[config.mk]
export PLATFORM = sky130hd
export DESIGN_NAME = dsl_status_led
export DESIGN_NICKNAME = d
export VERILOG_FILES = /design/src/hdl/dsl_pkg.sv /design/src/hdl/dsl_pat_if.sv /design/src/hdl/dsl_pattern_gen.sv /design/src/hdl/dsl_status_led.sv
export SDC_FILE = /design/constraint.sdc
export NUM_CORES = 1
export LEC_CHECK = 0
export BUFFER_PORTS_ARGS = -buffer_cell sky130_fd_sc_hd__buf_2
export CORE_AREA = 2 2 112 125
export CTS_BUF_LIST = sky130_fd_sc_hd__clkbuf_16
export DETAILED_ROUTE_END_ITERATION = 10
export DIE_AREA = 0 0 114 127
export HOLD_SLACK_MARGIN = 0.02
export PLACE_DENSITY = 0.77
export RECOVER_POWER = 50
export SYNTH_ARGS = -nofsm -noshare
export SYNTH_HDL_FRONTEND = slang
export SYNTH_HIERARCHICAL = 1
export SYNTH_SLANG_ARGS = --single-unit
export TNS_END_PERCENT = 50
[constraint.sdc]
create_clock -name ref_clk -period 3.3 [get_ports ref_clk]
set_clock_uncertainty 0.15 [all_clocks]
set_input_delay 0.33 -clock ref_clk [delete_from_list [all_inputs] [get_ports ref_clk]]
set_output_delay 0.33 -clock ref_clk [all_outputs]
set_load 0.05 [all_outputs]
[src/hdl/dsl_pkg.sv]
// Constants shared by the drive status indicator block.
// Assumes a 100 MHz system clock and a 32-bit APB register port.
package dsl_pkg;

  ////////////////////////////////////////////////////////////////////////////
  // Register offsets (byte addresses)
  localparam logic [7:0] CTRL_OFS = 8'h00;
  localparam logic [7:0] STATUS_OFS = 8'h04;
  localparam logic [7:0] IRQ_STAT_OFS = 8'h08;
  localparam logic [7:0] IRQ_MASK_OFS = 8'h0c;

  // Control register fields
  localparam int CTRL_CAN_BIT = 0;
  localparam int CTRL_INIT_DONE_BIT = 1;
  localparam int CTRL_W = 2;
  localparam logic [1:0] CTRL_RST = 2'h0;

  // Status register fields
  localparam int ST_MERR_LSB = 0;
  localparam int MERR_W = 8;
  localparam int MERR_INVALID_SETUP_BIT = 2;
  localparam int ST_AL_ERR_BIT = 8;
  localparam int ST_DEFAULTS_BIT = 9;
  localparam int ST_STATE_LSB = 10;
  localparam int ST_LINK_LSB = 12;

  // Interrupt status and mask fields
  localparam int IRQ_SETUP_BIT = 0;
  localparam int IRQ_AL_ERR_BIT = 1;
  localparam int IRQ_LINK_BIT = 2;
  localparam int IRQ_CORRUPT_BIT = 3;
  localparam int IRQ_W = 4;
  localparam logic [3:0] IRQ_RST = 4'h0;

  ////////////////////////////////////////////////////////////////////////////
  // Timing
  localparam int CLK_MHZ = 100;
  localparam int TICK_TIME_MS = 50;
  localparam int TICK_CYCLES = TICK_TIME_MS * 1000 * CLK_MHZ;
  localparam int SETTLE_CYCLES = 4;
  // Pattern lengths in 50 ms ticks
  localparam int BLINK_PERIOD = 8;
  localparam int FLASH_ON = 4;
  localparam int SFLASH_PERIOD = 24;
  localparam int DFLASH_PERIOD = 32;
  localparam int DFLASH_GAP = 8;
  localparam int PAT_FRAME = 96;
  localparam int RUN_PHASE = 4;

  ////////////////////////////////////////////////////////////////////////////
  // Enumerations
  typedef enum logic [1:0] {
    SS_INIT = 2'h0,
    SS_PREOP = 2'h1,
    SS_SAFEOP = 2'h2,
    SS_OP = 2'h3
  } dsl_slave_type;

  typedef enum logic [1:0] {
    BS_SETTLE = 2'h0,
    BS_SAMPLE = 2'h1,
    BS_RUN = 2'h3
  } dsl_boot_type;

endpackage

[src/hdl/dsl_pat_if.sv]
// Carries the time base tick and the generated indicator patterns.
// Assumes one driver of tick and one pattern generator per instance.
`timescale 1ns/1ps
`default_nettype none
interface dsl_pat_if;
  logic tick;
  logic flicker;
  logic blink;
  logic sflash;
  logic dflash;
  modport drv (output tick, input flicker, blink, sflash, dflash);
  modport gen (input tick, output flicker, blink, sflash, dflash);
endinterface
`default_nettype wire

[src/hdl/dsl_pattern_gen.sv]
// Indicator pattern generator stepped by the shared 50 ms tick.
// Assumes tick is a single-cycle pulse on ref_clk.
`timescale 1ns/1ps
`default_nettype none
module dsl_pattern_gen
  import dsl_pkg::*;
#(
  parameter int PHASE = 0
)
(
  // Clock and reset
  input wire logic ref_clk,
  input wire logic arst_n,
  input wire logic ce,
  // Patterns
  dsl_pat_if.gen pat
);

  typedef struct packed {
    logic [6:0] cnt;
    logic flicker;
    logic blink;
    logic sflash;
    logic dflash;
  } dsl_gen_type;

  dsl_gen_type s;
  dsl_gen_type next_s;

  // Reset values are what the counter at PHASE decodes to, so the run and
  // error blink outputs are already in antiphase at the first enabled edge
  localparam logic RST_FLICKER = (PHASE % 2) != 0;
  localparam logic RST_BLINK = (PHASE % BLINK_PERIOD) < (BLINK_PERIOD / 2);
  localparam logic RST_SFLASH = (PHASE % SFLASH_PERIOD) < FLASH_ON;
  localparam int DPH = PHASE % DFLASH_PERIOD;
  localparam logic RST_DFLASH = (DPH < FLASH_ON) ||
    ((DPH >= DFLASH_GAP) && (DPH < DFLASH_GAP + FLASH_ON));

  function automatic logic in_win(logic [6:0] c, int per, int lo, int hi);
    int m;
    m = int'(c) % per;
    return (m >= lo) && (m < hi);
  endfunction

  always_comb
  begin
    next_s = s;
    if (pat.tick)
    begin
      next_s.cnt = (s.cnt == 7'(PAT_FRAME - 1)) ? 7'h00 : s.cnt + 7'h01;
    end
    next_s.flicker = next_s.cnt[0];
    next_s.blink = in_win(next_s.cnt, BLINK_PERIOD, 0, BLINK_PERIOD / 2);
    next_s.sflash = in_win(next_s.cnt, SFLASH_PERIOD, 0, FLASH_ON);
    next_s.dflash = in_win(next_s.cnt, DFLASH_PERIOD, 0, FLASH_ON) ||
      in_win(next_s.cnt, DFLASH_PERIOD, DFLASH_GAP, DFLASH_GAP + FLASH_ON);
  end

  // Phase offset only moves the start point, so both generators stay locked
  always_ff @(posedge ref_clk or negedge arst_n)
  begin
    if (!arst_n)
    begin
      s <= '{cnt: 7'(PHASE), flicker: RST_FLICKER, blink: RST_BLINK,
        sflash: RST_SFLASH, dflash: RST_DFLASH};
    end
    else if (ce)
    begin
      s <= next_s;
    end
  end

  assign pat.flicker = s.flicker;
  assign pat.blink = s.blink;
  assign pat.sflash = s.sflash;
  assign pat.dflash = s.dflash;

endmodule
`default_nettype wire

[src/hdl/dsl_status_led.sv]
// Drive status indicators: setup recovery strap, application LEDs,
// fieldbus run/error LEDs, link LEDs, APB registers and interrupt.
// Assumes drive state inputs are on ref_clk; pins are asynchronous.
//
// Implementation choices: the register offsets and the APB slave port.
`timescale 1ns/1ps
`default_nettype none
module dsl_status_led
  import dsl_pkg::*;
#(
  parameter int N_HALL = 3,
  parameter int TICK_CYCLES_P = TICK_CYCLES
)
(
  // Clock, reset, enable
  input wire logic ref_clk,
  input wire logic arst_n,
  input wire logic ce,
  // APB slave
  input wire logic psel,
  input wire logic penable,
  input wire logic pwrite,
  input wire logic [7:0] paddr,
  input wire logic [31:0] pwdata,
  output logic [31:0] prdata,
  output logic pready,
  output logic pslverr,
  // Drive state
  input wire logic [1:0] slave_state,
  input wire logic setup_corrupt,
  input wire logic app_fault,
  input wire logic comm_fail,
  input wire logic wdog_timeout,
  input wire logic local_error,
  input wire logic config_error,
  input wire logic boot_error,
  // Pins
  input wire logic [N_HALL-1:0] hall_in,
  input wire logic [1:0] link_up_in,
  input wire logic [1:0] link_act_in,
  // Drive state outputs
  output logic use_defaults,
  output logic [1:0] eff_slave_state,
  output logic irq,
  // Indicators
  output logic app_ready_led,
  output logic app_error_led,
  output logic bus_run_led,
  output logic bus_error_led,
  output logic port_in_link_led,
  output logic port_out_link_led
);

  localparam int NP = N_HALL + 4;
  localparam int TW = $clog2(TICK_CYCLES_P);

  typedef struct packed {
    logic [NP-1:0] s1;
    logic [NP-1:0] s2;
    logic [NP-1:0] s3;
    logic [NP-1:0] filt;
    dsl_boot_type boot;
    logic [2:0] settle;
    logic [TW-1:0] tick_cnt;
    logic [CTRL_W-1:0] ctrl;
    logic [IRQ_W-1:0] irq_stat;
    logic [IRQ_W-1:0] irq_mask;
    logic [MERR_W-1:0] merr;
    logic al_error;
    logic use_defaults;
    logic [1:0] eff_state;
    logic prev_al;
    logic prev_corrupt;
    logic [31:0] prdata;
    logic ready_led;
    logic error_led;
    logic run_led;
    logic berr_led;
    logic [1:0] link_led;
  } dsl_state_type;

  dsl_state_type s;
  dsl_state_type next_s;

  dsl_pat_if err_pat ();
  dsl_pat_if run_pat ();

  logic [N_HALL-1:0] hall_f;
  logic [1:0] up_f;
  logic [1:0] act_f;
  logic tick;
  logic acc;
  logic wr;
  logic any_err;
  logic can_mode;

  function automatic logic ofs_ok(logic [7:0] a);
    return (a == CTRL_OFS) || (a == STATUS_OFS) ||
      (a == IRQ_STAT_OFS) || (a == IRQ_MASK_OFS);
  endfunction

  function automatic logic wr_hit(logic w, logic [7:0] a, logic [7:0] o);
    return w && (a == o);
  endfunction

  ////////////////////////////////////////////////////////////////////////////
  // Pattern generators; the run side starts a half blink period ahead

  dsl_pattern_gen #(.PHASE(0)) u_err_gen (
    .ref_clk(ref_clk),
    .arst_n(arst_n),
    .ce(ce),
    .pat(err_pat.gen)
  );

  dsl_pattern_gen #(.PHASE(RUN_PHASE)) u_run_gen (
    .ref_clk(ref_clk),
    .arst_n(arst_n),
    .ce(ce),
    .pat(run_pat.gen)
  );

  assign tick = (s.tick_cnt == TW'(TICK_CYCLES_P - 1));
  assign err_pat.tick = tick;
  assign run_pat.tick = tick;

  ////////////////////////////////////////////////////////////////////////////
  // Combinational helpers

  assign hall_f = s.filt[N_HALL-1:0];
  assign up_f = s.filt[N_HALL+1:N_HALL];
  assign act_f = s.filt[N_HALL+3:N_HALL+2];
  assign can_mode = s.ctrl[CTRL_CAN_BIT];
  assign acc = psel && penable;
  assign wr = acc && pwrite && ofs_ok(paddr);
  assign any_err = app_fault || comm_fail || wdog_timeout || local_error ||
    config_error || boot_error || (s.merr != '0);

  ////////////////////////////////////////////////////////////////////////////
  // Next state

  always_comb
  begin
    logic [IRQ_W-1:0] ev;
    logic [IRQ_W-1:0] clr;
    logic al_set;
    ev = '0;
    clr = '0;
    al_set = local_error || boot_error;
    next_s = s;

    // Pins: a change counts once the second and third stages agree
    next_s.s1 = {link_act_in, link_up_in, hall_in};
    next_s.s2 = s.s1;
    next_s.s3 = s.s2;
    next_s.filt = (s.s2 & ~(s.s2 ^ s.s3)) | (s.filt & (s.s2 ^ s.s3));

    next_s.tick_cnt = tick ? '0 : s.tick_cnt + TW'(1);

    // Strap capture, once after release of reset
    case (s.boot)
      BS_SETTLE:
      begin
        next_s.settle = s.settle + 3'h1;
        if (s.settle == 3'(SETTLE_CYCLES - 1))
        begin
          next_s.boot = BS_SAMPLE;
        end
      end
      BS_SAMPLE:
      begin
        if (hall_f == '0)
        begin
          next_s.use_defaults = 1'b1;
          next_s.merr[MERR_INVALID_SETUP_BIT] = 1'b1;
          ev[IRQ_SETUP_BIT] = 1'b1;
        end
        next_s.boot = BS_RUN;
      end
      BS_RUN:
      begin
        next_s.boot = BS_RUN;
      end
      default:
      begin
        next_s.boot = BS_SETTLE;
      end
    endcase

    next_s.eff_state = boot_error ? SS_INIT : slave_state;

    ev[IRQ_AL_ERR_BIT] = al_set && !s.prev_al;
    ev[IRQ_LINK_BIT] = (up_f != next_s.filt[N_HALL+1:N_HALL]);
    ev[IRQ_CORRUPT_BIT] = setup_corrupt && !s.prev_corrupt;
    next_s.prev_al = al_set;
    next_s.prev_corrupt = setup_corrupt;

    // APB: read data is latched in the setup cycle, writes land on access
    if (psel && !penable)
    begin
      case (paddr)
        CTRL_OFS: next_s.prdata = 32'(s.ctrl);
        STATUS_OFS:
        begin
          next_s.prdata = '0;
          next_s.prdata[ST_MERR_LSB +: MERR_W] = s.merr;
          next_s.prdata[ST_AL_ERR_BIT] = s.al_error;
          next_s.prdata[ST_DEFAULTS_BIT] = s.use_defaults;
          next_s.prdata[ST_STATE_LSB +: 2] = s.eff_state;
          next_s.prdata[ST_LINK_LSB +: 2] = up_f;
        end
        IRQ_STAT_OFS: next_s.prdata = 32'(s.irq_stat);
        IRQ_MASK_OFS: next_s.prdata = 32'(s.irq_mask);
        default: next_s.prdata = '0;
      endcase
    end
    if (wr_hit(wr, paddr, CTRL_OFS))
    begin
      next_s.ctrl = pwdata[CTRL_W-1:0];
    end
    if (wr_hit(wr, paddr, IRQ_MASK_OFS))
    begin
      next_s.irq_mask = pwdata[IRQ_W-1:0];
    end
    if (wr_hit(wr, paddr, IRQ_STAT_OFS))
    begin
      clr = pwdata[IRQ_W-1:0];
    end
    // Set wins over a same-cycle write-one-to-clear
    next_s.irq_stat = (s.irq_stat & ~clr) | ev;

    // AL error bit on local or booting error
    next_s.al_error = al_set ||
      (s.al_error && !(wr_hit(wr, paddr, STATUS_OFS) &&
      pwdata[ST_AL_ERR_BIT]));

    // Application LEDs
    if (setup_corrupt)
    begin
      next_s.ready_led = err_pat.flicker;
      next_s.error_led = !err_pat.flicker;
    end
    else
    begin
      next_s.error_led = any_err;
      // ready after init, off on error
      next_s.ready_led = s.ctrl[CTRL_INIT_DONE_BIT] &&
        (s.boot == BS_RUN) && !any_err;
    end

    case (next_s.eff_state)
      SS_INIT: next_s.run_led = 1'b0;
      SS_PREOP: next_s.run_led = run_pat.blink;
      SS_SAFEOP: next_s.run_led = run_pat.sflash;
      SS_OP: next_s.run_led = 1'b1;
      default: next_s.run_led = 1'b0;
    endcase

    // Bus error LED, most severe class first
    if (comm_fail || app_fault)
    begin
      next_s.berr_led = 1'b1;
    end
    else if (wdog_timeout)
    begin
      next_s.berr_led = err_pat.dflash;
    end
    else if (local_error)
    begin
      next_s.berr_led = err_pat.sflash;
    end
    else if (config_error)
    begin
      next_s.berr_led = err_pat.blink;
    end
    else if (boot_error)
    begin
      next_s.berr_led = err_pat.flicker;
    end
    else
    begin
      next_s.berr_led = 1'b0;
    end

    // link up lit, traffic flickers it
    next_s.link_led = up_f & ~(act_f & {2{err_pat.flicker}});

    // CAN variant keeps bus LEDs dark
    if (can_mode)
    begin
      next_s.run_led = 1'b0;
      next_s.berr_led = 1'b0;
      next_s.link_led = 2'h0;
    end
  end

  ////////////////////////////////////////////////////////////////////////////
  // State register; ce low freezes everything, the APB port included

  always_ff @(posedge ref_clk or negedge arst_n)
  begin
    if (!arst_n)
    begin
      s <= '{boot: BS_SETTLE, ctrl: CTRL_RST, irq_stat: IRQ_RST,
        irq_mask: IRQ_RST, eff_state: SS_INIT, default: '0};
    end
    else if (ce)
    begin
      s <= next_s;
    end
  end

  assign prdata = s.prdata;
  assign pready = ce;
  assign pslverr = acc && !ofs_ok(paddr);
  assign use_defaults = s.use_defaults;
  assign eff_slave_state = s.eff_state;
  assign irq = |(s.irq_stat & s.irq_mask);
  assign app_ready_led = s.ready_led;
  assign app_error_led = s.error_led;
  assign bus_run_led = s.run_led;
  assign bus_error_led = s.berr_led;
  assign port_in_link_led = s.link_led[0];
  assign port_out_link_led = s.link_led[1];
endmodule
`default_nettype wire

==> out/qor.yml <==
status: "finished, violations left"
violations: "max-capacitance violations, max-slew violations"
path_buf_inv: 1
netlist_area_mm2: 0.00580
grt_antenna_before_repair: 0
cts_tree: "done"
cts.path.max_buffers: 2
clkLatencyLatePin_ns: 0.35
grt_pass1_vias: 4348
r2r_cells: 14
maxCapViolations: 1
post-place-ws_ns: -0.0645
ant_nets: 0
syn_inst: 589
slew_violations: 62
grt_overflow_total: 0
slowest_stage: "or3b_4"
cts-htree-levels: 3
setup_viol: 0
viasPerCell: 5.64
min_period_ns: 3.19
drt_iter0_drc: 263
timing.fmax_mhz: 314
r2r_slack_ns: 0.11
worst_ep_arrival_time_ns: 3.30
die_x_um: 114
hp-start: "link_act_in[1]"
vias: 4540
numCtsBuffers: 9
placed_area_mm2: 0.00611
cp-end-kind: "flip-flop"
peakVddDrop_uv: 337
nFillCells: 1186
crit_path_max_incr_delay_ns: 0.43
fin_util: 0.496
wl_mm: 12.7
worstPathMaxFanout: 7
clkSinkCount: 107
hold_depth: 2
critical-path-top-delay-family: "simple AND/OR/NAND/NOR gates"
power_density_mw_per_mm2: 522
power_w: 0.00339
worstPathRequired_ns: 3.41
critPathLaunch: "s[62]"
rsz0062_at_grt: "yes"
antenna_cells: 0
clk_pin_slew_ns: 0.07
grt_max_degree: 63
gp_congestion: 0.872
route.detailed.drc: 0
clockRootBuffer: "clkbuf_16"
core_area_mm2: 0.0131
startpoint_type: "flip-flop"
die_h_um: 127
ios: 106
min_to: "next_s[110]"
relSlewSlack: -0.0358
nNetsFinal: 708
yosysWarnings: 6
grt_pass1_wl_mm: 20.9
cp_cell_sequence: "ha_1, and4_4, nand3_2, nor2_4, buf_12, nand3_4, or3b_4, nand2_4, ha_4, or2b_1, o211ai_1, a21oi_1, o21a_2, o31ai_2"
tightest_slew_ns: 1.55
rr_startpoint: "s[62]"
rows: 44
port-buffer-count: 56
timing.rr.end: "u_err_gen/pat.sflash"
setup_ws_ns: 0.113
wire_per_inst_um: 15.8
synthToLayoutAreaGrowth_pct: 12.1
leakage_nw: 2.73
stdcell_area_mm2: 0.00650
dp_hpwl_mm: 9.09
start_util: 0.443
crit_type: "reg2reg"
hold_viol: 0
period_share: 0.966
drive_gt1_frac: 0.225
track_usage: 0.177
drt_first_pass_iters: 5
fp.dieArea_mm2: 0.0145
syn_avg_cell_area_um2: 9.85
hold_class: "in2reg"
worst register-to-register path, delay by kind of cell, from the launching register on:
kind                       cells  cell delay, ns
adders and majority gates      2            0.43
DFF                            1            0.36
AOI/OAI and AO/OA              4            0.70
and+or+nand+nor                7            1.34
buffers and inverters          1            0.14
flip-flops by register name, indices dropped and copies added, names as in the netlist, named ones only:
signal / flops
eff_slave_state: 2
can_mode: 1
port_out_link_led: 1
u_run_gen/pat.sflash: 1
bus_run_led: 1
port_in_link_led: 1
u_err_gen/pat.dflash: 1
u_err_gen/s: 7
bus_error_led: 1
prdata: 10
u_run_gen/s: 7
use_defaults: 1
next_s: 14
app_ready_led: 1
app_error_led: 1
u_err_gen/pat.sflash: 1
s: 49
u_err_gen/pat.blink: 1
u_run_gen/pat.blink: 1
cell type report:
type | count | area (µm²) | area share
multi-input cells | 417 | 2800 | 0.431
clock buffers | 9 | 225 | 0.0346
inverters | 25 | 93.8 | 0.0144
flip-flops and latches | 107 | 2680 | 0.413
well taps | 161 | 201 | 0.0310
clock inverters | 7 | 38.8 | 0.00597
repair buffers | 79 | 455 | 0.0701
how the worst max path moves through the flow:
stage               cells past startpoint  slack (ns)                   end
finish                                 14        0.11  u_err_gen/pat.sflash
global route                           13       -0.04  u_run_gen/pat.sflash
CTS                                    14      0.0002  u_run_gen/pat.sflash
detailed placement                     15       -0.06  u_err_gen/pat.sflash
global placement                       14       0.008  u_run_gen/pat.sflash
floorplan                              15        0.05  u_err_gen/pat.sflash
where the power goes:
group          internal, W  leakage (nW)  total [W]  switching [W]
combinational     0.000294          1.31   0.000722       0.000428
sequential         0.00149          1.30    0.00170       0.000207
clock             0.000504         0.130   0.000973       0.000469
timing repair:
action                                  4_1_cts  5_1_grt
hold buffers                                  1        0
hold endpoints to repair                     61        0
buffers inserted                              2        3
pin swaps                                     1        7
endpoints found under the setup margin        2        2
resized for setup                             5       18
per-stage QoR:
stage	TNS (ns)	hold slack (ns)	std cells
2_1_floorplan	0	-0.116	610
3_3_place_gp	0	0.274	783
3_5_place_dp	-0.120	0.288	783
4_1_cts	0	0.0511	802
5_1_grt	-0.0575	0.0592	805
6_report	0	0.0597	805
metal layers:
metal | track usage | part of all wire
met1 | 0.234 | 0.43
met2 | 0.295 | 0.51
met3 | 0.0337 | 0.045
met4 | 0.0545 | 0.017
met5 | 0 | 0
cell usage in the layout (no fill, tap or decap), types with 17 or more instances in the layout:
master,count
o21ai_0,48
nand4_1,18
buf_4,18
conb_1,22
xnor2_1,23
dfrtp_1,103
buf_2,41
nor3_1,17
nand2_1,47
mux2_2,29
a21oi_1,31
inv_1,26
nor2_1,27
(Power assumes the default switching activity.)
